## config.mk

```make
export PLATFORM = sky130hd
export DESIGN_NAME = xor_logic_y_write_reset
export DESIGN_NICKNAME = d
export VERILOG_FILES = /design/src/xor_unit_pkg.sv /design/src/xor_operand.sv /design/src/xor_logic_y_write_reset.sv
export SDC_FILE = /design/constraint.sdc
export NUM_CORES = 1
export LEC_CHECK = 0
export ABC_AREA = 1
export ABC_CLOCK_PERIOD_IN_PS = 2300
export BUFFER_PORTS_ARGS = -buffer_cell sky130_fd_sc_hd__clkbuf_2
export CORE_UTILIZATION = 34
export DETAILED_ROUTE_END_ITERATION = 7
export PLACE_DENSITY = 0.68
export SETUP_SLACK_MARGIN = 0.02
export SYNTH_ARGS = -nofsm -noshare
export SYNTH_HDL_FRONTEND = slang
export SYNTH_HIERARCHICAL = 1
export SYNTH_SLANG_ARGS = --single-unit
```

## constraint.sdc

```tcl
create_clock -name CLOCK_IN -period 2.3 [get_ports CLOCK_IN]
set_input_delay 0.69 -clock CLOCK_IN [delete_from_list [all_inputs] [get_ports CLOCK_IN]]
set_output_delay 0.69 -clock CLOCK_IN [all_outputs]
set_load 0.005 [all_outputs]
```

## src/xor_unit_pkg.sv

```systemverilog
// Package: shared types and constants for the exclusive-or slice
// Assumes: included before the slice modules; nothing else needed
package xor_unit_pkg;

   localparam int        DATA_W         = 32;
   localparam int        IMM_W          = 13;
   localparam int        WIN_W          = 5;
   localparam int        PIL_W          = 4;
   localparam int        FPQ_DEPTH      = 4;
   localparam int        ICR_W          = 8;
   localparam int        DELAY_SLOTS    = 3;
   // Field positions inside an instruction word
   localparam int        OP_HI          = 31;
   localparam int        OP_LO          = 30;
   localparam int        OP3_HI         = 24;
   localparam int        OP3_LO         = 19;
   localparam int        ISEL_BIT       = 13;
   // Encodings
   localparam logic [1:0] OP_ARITH       = 2'h2;
   localparam logic [5:0] OP3_XOR        = 6'h03;
   localparam logic [5:0] OP3_XNOR       = 6'h07;
   localparam logic [5:0] OP3_XOR_FLAGS  = 6'h13;
   localparam logic [5:0] OP3_XNOR_FLAGS = 6'h17;
   localparam logic [5:0] OP3_WR_MULSTEP = 6'h30;
   // Values after reset
   localparam logic [31:0] RESET_FETCH_ADDR = 32'h0000_0000;
   localparam logic [7:0]  ICR_RESET        = 8'h00;

   // Condition codes
   typedef struct packed {
      logic neg;
      logic zero;
      logic ovf;
      logic carry;
   } icc_t;

   // Decoded instruction fields
   typedef struct packed {
      logic        valid;
      logic [4:0]  dest;
      logic [4:0]  src1;
      logic [4:0]  src2;
      logic        isel;
      logic [12:0] short_immediate;
      logic [1:0]  op;
      logic [5:0]  op3;
   } instr_t;

   // Result handed to the register file
   typedef struct packed {
      logic        wr_en;
      logic [4:0]  addr;
      logic [31:0] data;
   } rf_write_t;

endpackage

```

## src/xor_operand.sv

```systemverilog
// Operand selector: register or sign-extended short immediate
// Assumes: purely combinational, instruction fields already split out
`timescale 1ns/1ps
`default_nettype none
module xor_operand #(
   parameter int DATA_W = 32,
   parameter int IMM_W  = 13
) (
   // Selection
   input  wire logic              ISEL_IN,
   input  wire logic [IMM_W-1:0]  IMM_IN,
   input  wire logic [DATA_W-1:0] REG_IN,
   // Result
   output logic      [DATA_W-1:0] OPERAND_OUT
);
   // Refuse an immediate that cannot be sign-extended into the data width
   if (IMM_W >= DATA_W) begin : g_bad_imm
      $error("immediate wider than data");
   end

   // Immediate sign-extended to the data width
   always_comb begin
      OPERAND_OUT = ISEL_IN ? {{(DATA_W-IMM_W){IMM_IN[IMM_W-1]}}, IMM_IN} : REG_IN;
   end
endmodule
`default_nettype wire

```

## src/xor_logic_y_write_reset.sv

```systemverilog
// Exclusive-or slice with delayed multiply-step register write and reset state
// Assumes: decode supplies one instruction per valid cycle; register file reads same cycle
// Function
// - Second operand: source two when select is 0, else sign-extended 13-bit immediate.
// - Multiply-step register write loads source one xor second operand.
// - That write decodes from op 10 and op3 110000; destination ignored.
// - A trap within three instructions after the write sees the new value.
// - Opcode 000111 writes source one xor inverted operand; flags untouched.
// - Opcode 010111 does that and sets N, Z, clears V and C.
// - Opcode 000011 writes source one xor operand; flags untouched.
// - Opcode 010011 writes xor result and sets N, Z, clears V and C.
// - Power-on, watchdog and software reset all enter the reset trap.
// - Reset sets supervisor mode and clears trap enable.
// - Watchdog and software reset leave FPU enable, level, prior mode, window alone; power-on reset clears them.
// - After reset fetching starts at virtual address zero.
// - Reset initialises cache control and empties the FPU queue, clearing its flag.
// - FPU status writes are accepted only while FPU enable is set.
`timescale 1ns/1ps
`default_nettype none
module xor_logic_y_write_reset #(
   parameter int DATA_W = 32
) (
   // Clock and reset
   input  wire logic                              CLOCK_IN,
   input  wire logic                              RST_N_IN,
   // Reset sources from within the clock domain
   input  wire logic                              WATCHDOG_RST_IN,
   input  wire logic                              SOFT_RST_IN,
   // Instruction and operands
   input  wire xor_unit_pkg::instr_t              INSTR_IN,
   input  wire logic [DATA_W-1:0]                 SRC1_DATA_IN,
   input  wire logic [DATA_W-1:0]                 SRC2_DATA_IN,
   input  wire logic                              TRAP_IN,
   // Processor state writes from other units
   input  wire logic                              STATE_WR_IN,
   input  wire logic                              FPU_ON_FLAG_IN,
   input  wire logic [3:0]                        IRQ_LEVEL_IN,
   input  wire logic                              PRIOR_MODE_FLAG_IN,
   input  wire logic [4:0]                        WINDOW_POINTER_IN,
   input  wire logic                              TRAP_ALLOW_FLAG_IN,
   input  wire logic                              SUPERVISOR_IN,
   input  wire logic                              FPU_STATE_WR_IN,
   input  wire logic [DATA_W-1:0]                 FPU_STATE_DATA_IN,
   input  wire logic                              FPU_QUEUE_PUSH_IN,
   // Results
   output xor_unit_pkg::rf_write_t                RF_WRITE_OUT,
   output xor_unit_pkg::icc_t                     ICC_OUT,
   output logic [DATA_W-1:0]                      MUL_STEP_OUT,
   output logic [DATA_W-1:0]                      MUL_STEP_TRAP_VIEW_OUT,
   // Processor state
   output logic                                   SUPERVISOR_OUT,
   output logic                                   TRAP_ALLOW_FLAG_OUT,
   output logic                                   FPU_ON_FLAG_OUT,
   output logic [3:0]                             IRQ_LEVEL_OUT,
   output logic                                   PRIOR_MODE_FLAG_OUT,
   output logic [4:0]                             WINDOW_POINTER_OUT,
   output logic                                   RESET_TRAP_OUT,
   output logic [31:0]                            FETCH_ADDR_OUT,
   output logic [7:0]                             INSTR_CACHE_CTRL_OUT,
   output logic [DATA_W-1:0]                      FPU_STATE_REG_OUT,
   output logic                                   FPU_QUEUE_NONEMPTY_OUT
);
   // Refuse any data width other than the one the flag logic serves
   if (DATA_W != 32) begin : g_bad_width
      $error("slice serves 32-bit data only");
   end

   // -------------------------------------------------------------
   // State
   // -------------------------------------------------------------
   typedef enum logic [1:0] {
      ST_RESET = 2'h1,
      ST_RUN   = 2'h2
   } phase_t;

   typedef struct packed {
      phase_t                  phase;
      logic [DATA_W-1:0]       mul_step;
      logic [DATA_W-1:0]       mul_step_pend;
      logic [1:0]              delay_cnt;
      xor_unit_pkg::rf_write_t rf_wr;
      xor_unit_pkg::icc_t      icc;
      logic                    supervisor;
      logic                    trap_allow;
      logic                    fpu_on;
      logic [3:0]              irq_level;
      logic                    prior_mode;
      logic [4:0]              window;
      logic                    reset_trap;
      logic [31:0]             fetch_addr;
      logic [7:0]              icr;
      logic [DATA_W-1:0]       fpu_state_reg;
      logic [2:0]              fpq_count;
   } state_t;

   state_t s_q;
   state_t s_d;
   logic [DATA_W-1:0] operand;
   logic [DATA_W-1:0] xor_res;
   logic [DATA_W-1:0] xnor_res;

   // -------------------------------------------------------------
   // Datapath
   // -------------------------------------------------------------
   xor_operand #(
      .DATA_W (DATA_W),
      .IMM_W  (xor_unit_pkg::IMM_W)
   ) u_operand (
      .ISEL_IN     (INSTR_IN.isel),
      .IMM_IN      (INSTR_IN.short_immediate),
      .REG_IN      (SRC2_DATA_IN),
      .OPERAND_OUT (operand)
   );

   // Plain and complemented results
   assign xor_res  = SRC1_DATA_IN ^ operand;
   assign xnor_res = SRC1_DATA_IN ^ ~operand;

   // Flag-setting form: N from bit 31, Z on zero, V and C cleared
   function automatic xor_unit_pkg::icc_t flags_of(input logic [31:0] r);
      xor_unit_pkg::icc_t f;
      f.neg   = r[31];
      f.zero  = (r == 32'h0000_0000);
      f.ovf   = 1'b0;
      f.carry = 1'b0;
      return f;
   endfunction

   // -------------------------------------------------------------
   // Next state
   // -------------------------------------------------------------
   always_comb begin
      logic arith;
      logic sync_rst;
      s_d      = s_q;
      arith    = INSTR_IN.valid && (INSTR_IN.op == xor_unit_pkg::OP_ARITH);
      sync_rst = WATCHDOG_RST_IN || SOFT_RST_IN;
      s_d.rf_wr.wr_en = 1'b0;
      s_d.reset_trap  = 1'b0;
      case (s_q.phase)
         ST_RESET: begin
            s_d.phase = ST_RUN;
         end
         ST_RUN: begin
            // Delayed write: commits after three instructions or a trap
            if (s_q.delay_cnt != 2'h0) begin
               if (TRAP_IN) begin
                  s_d.mul_step  = s_q.mul_step_pend;
                  s_d.delay_cnt = 2'h0;
               end else if (INSTR_IN.valid) begin
                  s_d.delay_cnt = s_q.delay_cnt - 2'h1;
                  if (s_q.delay_cnt == 2'h1) s_d.mul_step = s_q.mul_step_pend;
               end
            end
            if (arith) begin
               s_d.rf_wr.addr = INSTR_IN.dest;
               case (INSTR_IN.op3)
                  xor_unit_pkg::OP3_XOR: begin
                     s_d.rf_wr.data = xor_res;
                     s_d.rf_wr.wr_en = 1'b1;
                  end
                  xor_unit_pkg::OP3_XNOR: begin
                     s_d.rf_wr.data = xnor_res;
                     s_d.rf_wr.wr_en = 1'b1;
                  end
                  xor_unit_pkg::OP3_XOR_FLAGS: begin
                     s_d.rf_wr.data = xor_res;
                     s_d.rf_wr.wr_en = 1'b1;
                     s_d.icc = flags_of(xor_res);
                  end
                  xor_unit_pkg::OP3_XNOR_FLAGS: begin
                     s_d.rf_wr.data = xnor_res;
                     s_d.rf_wr.wr_en = 1'b1;
                     s_d.icc = flags_of(xnor_res);
                  end
                  xor_unit_pkg::OP3_WR_MULSTEP: begin
                     // Destination field ignored
                     s_d.mul_step_pend = xor_res;
                     s_d.delay_cnt = 2'(xor_unit_pkg::DELAY_SLOTS);
                  end
                  default: begin
                  end
               endcase
               // Register zero never takes a value
               if (INSTR_IN.dest == 5'h00) s_d.rf_wr.wr_en = 1'b0;
            end
            // Processor state writes from elsewhere
            if (STATE_WR_IN) begin
               s_d.fpu_on     = FPU_ON_FLAG_IN;
               s_d.irq_level  = IRQ_LEVEL_IN;
               s_d.prior_mode = PRIOR_MODE_FLAG_IN;
               s_d.window     = WINDOW_POINTER_IN;
               s_d.trap_allow = TRAP_ALLOW_FLAG_IN;
               s_d.supervisor = SUPERVISOR_IN;
            end
            // Status writes gated by FPU enable
            if (FPU_STATE_WR_IN && s_q.fpu_on) s_d.fpu_state_reg = FPU_STATE_DATA_IN;
            if (FPU_QUEUE_PUSH_IN && s_q.fpq_count != 3'(xor_unit_pkg::FPQ_DEPTH)) begin
               s_d.fpq_count = s_q.fpq_count + 3'h1;
            end
         end
         default: begin
            s_d.phase = ST_RESET;
         end
      endcase
      // Watchdog and software reset behave like power-on for the trap
      if (sync_rst) begin
         s_d.phase      = ST_RESET;
         s_d.reset_trap = 1'b1;
         s_d.supervisor = 1'b1;
         s_d.trap_allow = 1'b0;
         s_d.fetch_addr = xor_unit_pkg::RESET_FETCH_ADDR;
         s_d.icr        = xor_unit_pkg::ICR_RESET;
         s_d.fpq_count  = 3'h0;
         s_d.delay_cnt  = 2'h0;
         s_d.rf_wr.wr_en = 1'b0;
         // Other state fields kept as they were
      end
   end

   // -------------------------------------------------------------
   // Registers
   // -------------------------------------------------------------
   // Every field is cleared to zero, then the reset-defined fields get their constants
   always_ff @(posedge CLOCK_IN or negedge RST_N_IN) begin
      if (!RST_N_IN) begin
         s_q            <= '0;
         s_q.phase      <= ST_RESET;
         s_q.reset_trap <= 1'b1;
         s_q.supervisor <= 1'b1;
         s_q.trap_allow <= 1'b0;
         s_q.fetch_addr <= xor_unit_pkg::RESET_FETCH_ADDR;
         s_q.icr        <= xor_unit_pkg::ICR_RESET;
         s_q.fpq_count  <= 3'h0;
      end else begin
         s_q <= s_d;
      end
   end

   // -------------------------------------------------------------
   // Outputs
   // -------------------------------------------------------------
   assign RF_WRITE_OUT           = s_q.rf_wr;
   assign ICC_OUT                = s_q.icc;
   assign MUL_STEP_OUT           = s_q.mul_step;
   assign MUL_STEP_TRAP_VIEW_OUT = (s_q.delay_cnt != 2'h0) ? s_q.mul_step_pend : s_q.mul_step;
   assign SUPERVISOR_OUT         = s_q.supervisor;
   assign TRAP_ALLOW_FLAG_OUT    = s_q.trap_allow;
   assign FPU_ON_FLAG_OUT        = s_q.fpu_on;
   assign IRQ_LEVEL_OUT          = s_q.irq_level;
   assign PRIOR_MODE_FLAG_OUT    = s_q.prior_mode;
   assign WINDOW_POINTER_OUT     = s_q.window;
   assign RESET_TRAP_OUT         = s_q.reset_trap;
   assign FETCH_ADDR_OUT         = s_q.fetch_addr;
   assign INSTR_CACHE_CTRL_OUT   = s_q.icr;
   assign FPU_STATE_REG_OUT      = s_q.fpu_state_reg;
   assign FPU_QUEUE_NONEMPTY_OUT = (s_q.fpq_count != 3'h0);
endmodule
`default_nettype wire

```

==> qor.yml, run 1 <==
grt_overflow_total: 0
fillers: 2632
critPathMaxStageDelay_ps: 370
clock_latency_ps: 420
startpoint_type: "flip-flop"
grt_pass1_vias: 6469
skew_ps: 5.85
cts_made_buffers: 17
grt_max_degree: 66
cts_tree: "done"
setup_violations: 5
die_w_um: 165
required_ps: 1610
numPortBuffers: 295
final.period_utilization_pct: 101
cts-root-buf: "clkbuf_16"
initial_utilization_pct: 34.7
synth_area_leader_cell: "dfrtp_1"
io_pins: 348
pwr_density_cell_nw_per_um2: 607
dp_hpwl_um: 17400
finalHoldViolations: 0
finalMaxSlewViolations: 0
routedWlPerCell_um: 13.6
track_usage_pct: 16.4
cts.sinks: 157
synth_area_um2: 9040
yosysSeqAreaShare_pct: 43.5
cp_top_family: "buffers and inverters"
tns_ps: -27.1
n_antenna_cell: 0
ir_worst_vdd_v: 0.000436
crit_chain: "inv_2 -> ha_4 -> buf_12 -> clkbuf_16 -> o21ai_1 -> buf_2"
via_count: 7362
hp-class: "input pin to asynchronous set/reset pin"
syn_avg_cell_area_um2: 7.94
finalPower_mw: 6.79
rows: 59
wl_um: 23100
grt_pass1_wl_um: 34000
drive_above_1_share_pct: 35.1
cp.arrival_ps: 1620
firstDrtPassIters: 5
post-place-ws_ps: 18.2
synth_warnings: 6
fin_crit_ps: 2310
dieArea_um2: 27200
p_leak_nw: 6.23
max_freq_ghz: 0.432
multiInputGateArea_um2: 3710
clockBufferDepth: 2
critical_path.slowest_cell: "dfrtp_1"
seqCellArea_um2: 3930
drt_iter0_drc: 394
synth.distinct_cells: 32
synth_top_area_share_pct: 42.6
core_area_um2: 26100
endpoint_kind: "primary output"
violations: "setup timing"
ys_seq_elements: 157
path_class: "flip-flop to primary output"
postRouteAntennaNets: 0
max_cap_violations: 0
synthCells: 1138
holdWs_ps: 165
vias_per_cell: 4.34
final_nets: 1508
clk_pin_slew_ps: 70
synthToLayoutAreaGrowth_pct: 23.8
routabilityCongestion: 0.813
path_buf_inv: 4
htree_levels: 4
remaining_drc_errors: 0
antenna_found_initial: 0
post-route-worst-setup-slack_ps: -12.3
crit_fanout: 7
status: "finished, violations left"
synth.area.top_cells: "dfrtp_1, nand2_1, buf_4, o21ai_0, inv_1"
rsz0062_at_grt: "true"
die_y_um: 165
==> worst paths after layout <==
| kind | startpoint | end | slack (ps) | cells past startpoint |
|---|---|---|---|---|
| min reg2reg | IRQ_LEVEL_OUT[1]$_DFFE_PN0P_ | IRQ_LEVEL_OUT[1]$_DFFE_PN0P_ | 480 | 2 |
| min in group CLOCK_IN | IRQ_LEVEL_IN[1] | IRQ_LEVEL_OUT[1]$_DFFE_PN0P_ | 460 | 3 |
| min | RST_N_IN | RF_WRITE_OUT[14]$_DFFE_PN0P_ | 170 | 1 |
| max in group asynchronous | RST_N_IN | SUPERVISOR_OUT$_DFFE_PN1P_ | 1500 | 2 |
| max | s_q[131]$_DFFE_PN0P_ | MUL_STEP_TRAP_VIEW_OUT[14] | -10 | 6 |
| max reg2reg | s_q[131]$_DFFE_PN0P_ | s_q[131]$_DFFE_PN0P_ | 500 | 11 |
==> layer usage <==
| metal | share of wire [%] | track usage, % | vias up | wire [um] |
|---|---|---|---|---|
| met1 | 46 | 21.8 | 3362 | 10600 |
| met5 | 0 | 0 | - | 0 |
| met4 | 1.8 | 5.71 | 0 | 411 |
| met3 | 5.3 | 3.44 | 24 | 1220 |
| li1 | - | - | 3734 | - |
| met2 | 47 | 26.3 | 242 | 10900 |
==> kinds of logic after synthesis <==
kind of cell,after synthesis,share of synthesized area [%]
muxes,37,4.61
DFF,157,43.5
buffers and inverters,305,20.0
and+or+nand+nor,454,19.6
other,1,0.0415
adders and majority gates,4,0.554
xor gates and xnor gates,38,3.68
AOI/OAI and AO/OA,142,8.07
==> power by group <==
group / internal [mW] / total [mW] / switching [mW] / leakage [nW]
Sequential: 2.88 / 2.95 / 0.0637 / 2.13
Combinational: 0.402 / 0.887 / 0.485 / 3.81
Clock: 1.73 / 2.95 / 1.22 / 0.293
==> state kept, by name, summed over array words and instances, names as in the netlist, 2 cells and up <==
register            count
RF_WRITE_OUT           38
ICC_OUT                 2
IRQ_LEVEL_OUT           4
WINDOW_POINTER_OUT      5
MUL_STEP_OUT           32
s_q                    39
FPU_STATE_REG_OUT      32
==> cell type report <==
class,instances,share of cell area (%)
Clock inverter,15,1.67
Tap cell,335,3.75
Sequential cell,157,35.2
Multi-Input combinational cell,717,33.1
Clock buffer,17,3.80
Timing Repair Buffer,346,18.8
Inverter,110,3.69
==> cell usage in the layout, fill, tap and decap left out, types with 15 or more instances in the layout <==
master,n
xor2_1,25
buf_2,27
clkbuf_2,267
clkbuf_16,21
nor2_1,43
nand2_2,18
conb_1,42
buf_4,31
nand3_1,15
mux2_2,34
dfrtp_1,154
nand2_1,359
o21ai_1,49
inv_1,105
o21ai_0,56
o21ai_2,18
==> synth_stat cells (all sizes together) <==
cell type / n
a22oi: 1
xnor2: 13
ha: 4
xor2: 25
dfrtp: 154
conb: 1
dfstp: 3
o21a: 1
nand3: 16
mux2: 37
nor2: 47
nand2: 386
a21oi: 9
inv: 110
clkbuf: 16
o21ai: 128
a32o: 1
a211oi: 1
o22ai: 1
nor3: 3
nand4: 2
buf: 179
==> what timing repair did <==
item / in CTS / in global routing
hold buffers: 0 / 0
setup endpoints to repair: 32 / 32
pin swaps: 1 / 10
gates resized for setup: 29 / 102
cloned: 0 / 6
setup buffers: 3 / 6
==> per-stage QoR <==
step / util, % / std cells / area, um2
global route: 42.9 / 1697 / 11200
floorplan: - / 1179 / 9190
CTS: 41.4 / 1685 / 10800
finish: 42.9 / 1697 / 11200
detailed placement: 38.8 / 1650 / 10100
global placement: 38.8 / 1650 / 10100
Power figures use the tool's default switching activity.
==> run 2: changes to the inputs <==
--- a/config.mk
+++ b/config.mk
@@ -12,6 +12,7 @@
 export DETAILED_ROUTE_END_ITERATION = 7
 export PLACE_DENSITY = 0.68
 export SETUP_SLACK_MARGIN = 0.02
+export SKIP_CTS_REPAIR_TIMING = 1
 export SYNTH_ARGS = -nofsm -noshare
 export SYNTH_HDL_FRONTEND = slang
 export SYNTH_HIERARCHICAL = 1
==> run 2 against run 1 <==
The flow still finishes with violations (setup timing). Clock power barely moved. Core utilization fell by 0.24 points. Sequential cell count did not move. Final cell count fell by 0.12%. Largest power group is now the clock network. Sequential share of layout area rose by 0.20 points. Sequential power barely moved. Register-to-register slack got worse by 30 ps.
==> qor.yml, run 2 (same netlist as run 1, synthesis figures left out) <==
crit_chain: "inv_2 -> ha_4 -> buf_12 -> clkbuf_16 -> nand2_1 -> o21ai_2 -> buf_2"  # was inv_2 -> ha_4 -> buf_12 -> clkbuf_16 -> o21ai_1 -> buf_2
internal_power_mw: 5.01  # about the same
reg2reg_from: "s_q[131]$_DFFE_PN0P_"  # unchanged
r2r-end: "s_q[131]$_DFFE_PN0P_"  # unchanged
startpoint_type: "flip-flop"  # unchanged
track_usage_pct: 16.3  # was 16.4%
finalMaxSlewViolations: 0  # unchanged
drt_iter0_drc: 402  # was 394
max_cap_violations: 0  # unchanged
status: "finished, violations left"  # unchanged
largest_reg_flops: 39  # unchanged
wl_um: 23000  # was 23100 um
grt_pass1_wl_um: 33800  # was 34000 um
combPwrFrac_pct: 13.1  # about the same
critical_path.slowest_cell: "dfrtp_1"  # unchanged
endpoint_kind: "primary output"  # unchanged
clk_pin_slew_ps: 70  # about the same
htree_levels: 4  # unchanged
path_buf_inv: 4  # unchanged
firstDrtPassIters: 5  # unchanged
clockBufferDepth: 2  # unchanged
synthToLayoutAreaGrowth_pct: 23.1  # was 23.8%
cts-root-buf: "clkbuf_16"  # unchanged
final_common_cell: "nand2_1"  # unchanged
post-route-worst-setup-slack_ps: -1.51  # was -12.3 ps
holdWs_ps: 166  # was 165 ps
required_ps: 1610  # about the same
fin_area_um2: 11100  # was 11200 um2
drive_above_1_share_pct: 34.8  # was 35.1%
grt_overflow_total: 0  # unchanged
pwr_density_cell_nw_per_um2: 611  # was 607 nW/um2
dp_hpwl_um: 17400  # unchanged
rows: 59  # unchanged
final.period_utilization_pct: 100  # was 101%
dieArea_um2: 27200  # unchanged
violations: "setup timing"  # unchanged
final_nets: 1506  # was 1508
initial_utilization_pct: 34.7  # unchanged
antenna_found_initial: 0  # unchanged
cts_tree: "done"  # unchanged
r2r_slack_ps: 470  # was 500 ps
cp.arrival_ps: 1610  # was 1620 ps
cts.sinks: 157  # unchanged
max_freq_ghz: 0.434  # was 0.432 GHz
routedWlPerCell_um: 13.5  # was 13.6 um
via_count: 7352  # was 7362
setup_violations: 2  # was 5
clock_latency_ps: 420  # about the same
core_area_um2: 26100  # unchanged
die_y_um: 165  # unchanged
pwr-share-clk_pct: 43.5  # about the same
vias_per_cell: 4.34  # about the same
ir_worst_vdd_v: 0.000434  # was 0.000436 V
layout_common_cells: "nand2_1, clkbuf_2, dfrtp_1"  # unchanged
top_register: "s_q"  # unchanged
skew_ps: 7.12  # was 5.85 ps
io_pins: 348  # unchanged
die_w_um: 165  # unchanged
postRouteAntennaNets: 0  # unchanged
switching_share_pct: 26.2  # was 26.1%
p_switching_mw: 1.78  # was 1.77 mW
routabilityCongestion: 0.813  # unchanged
finalHoldViolations: 0  # unchanged
worstRegToRegCells: 11  # unchanged
p_leak_nw: 6.22  # was 6.23 nW
seqPwrFrac_pct: 43.4  # about the same
crit_fanout: 6  # was 7
path_class: "flip-flop to primary output"  # unchanged
numPortBuffers: 295  # unchanged
rsz0062_at_grt: "true"  # unchanged
n_antenna_cell: 0  # unchanged
grt_max_degree: 66  # unchanged
final_core_util_pct: 42.7  # was 42.9%
critPathMaxStageDelay_ps: 400  # was 370 ps
placed_cell_area_um2: 10100  # unchanged
cp_top_family: "buffers and inverters"  # unchanged
cts_made_buffers: 17  # unchanged
fin_crit_ps: 2300  # was 2310 ps
hp-class: "input pin to asynchronous set/reset pin"  # unchanged
remaining_drc_errors: 0  # unchanged
grt_pass1_vias: 6425  # was 6469
[run 2: how the worst max path moves through the flow]
stage / from / end / slack [ps] / depth (start not counted)
floorplan: s_q[131]$_DFFE_PN0P_ / MUL_STEP_TRAP_VIEW_OUT[10] / 400 / 6
global placement: INSTR_IN[21] / ICC_OUT[2]$_DFFE_PN0P_ / 50 / 15
detailed placement: INSTR_IN[21] / ICC_OUT[2]$_DFFE_PN0P_ / 20 / 15
CTS: s_q[131]$_DFFE_PN0P_ / MUL_STEP_TRAP_VIEW_OUT[24] / -380 / 6
global route: s_q[131]$_DFFE_PN0P_ / MUL_STEP_TRAP_VIEW_OUT[28] / -70 / 7
finish: s_q[131]$_DFFE_PN0P_ / MUL_STEP_TRAP_VIEW_OUT[28] / -2 / 7
[run 2: power groups by stage]
stage / logic, mW / registers, mW / clock network [mW]
5_1_grt: 1.02 / 2.96 / 3.18
3_5_place_dp: 0.898 / 3.00 / 0
2_1_floorplan: 0.613 / 2.98 / 0
6_report: 0.887 / 2.95 / 2.96
4_1_cts: 0.900 / 2.95 / 3.05
3_3_place_gp: 0.883 / 2.99 / 0
[run 2: metrics by stage]
stage                     std cells  power, mW  setup slack (ps)  setup TNS (ps)
after floorplan                1179       3.60               398               0
after global placement         1650       3.88              49.4               0
after detailed placement       1650       3.90              18.2               0
after CTS                      1682       6.90              -376           -8410
after global routing           1695       7.16             -68.6           -1580
final                          1695       6.79             -1.51           -2.03
[run 2: metal layers]
layer	global-route usage (%)	vias up	wire [um]
met5	0	-	0
met4	5.46	0	414
met3	3.42	26	1330
met2	26.2	258	10700
met1	21.7	3337	10500
li1	-	3731	-
[run 2: final cells by class]
type	instances	area (um2)
fillers	2646	14900
flip-flops and latches	157	3930
multi-input cells	717	3650
repair buffers	344	2100
clock buffers	17	425
well taps	335	419
inverters	110	413
clock inverters	15	186
[run 2: worst register-to-register path: stages (launching register included)]
cell	delay (ps)
dfrtp_1	370
inv_2	60
ha_4	170
buf_8	140
buf_8	140
buf_4	130
inv_1	110
nand2_1	110
xor2_1	150
o21a_1	100
o21ai_0	130
o21ai_0	90
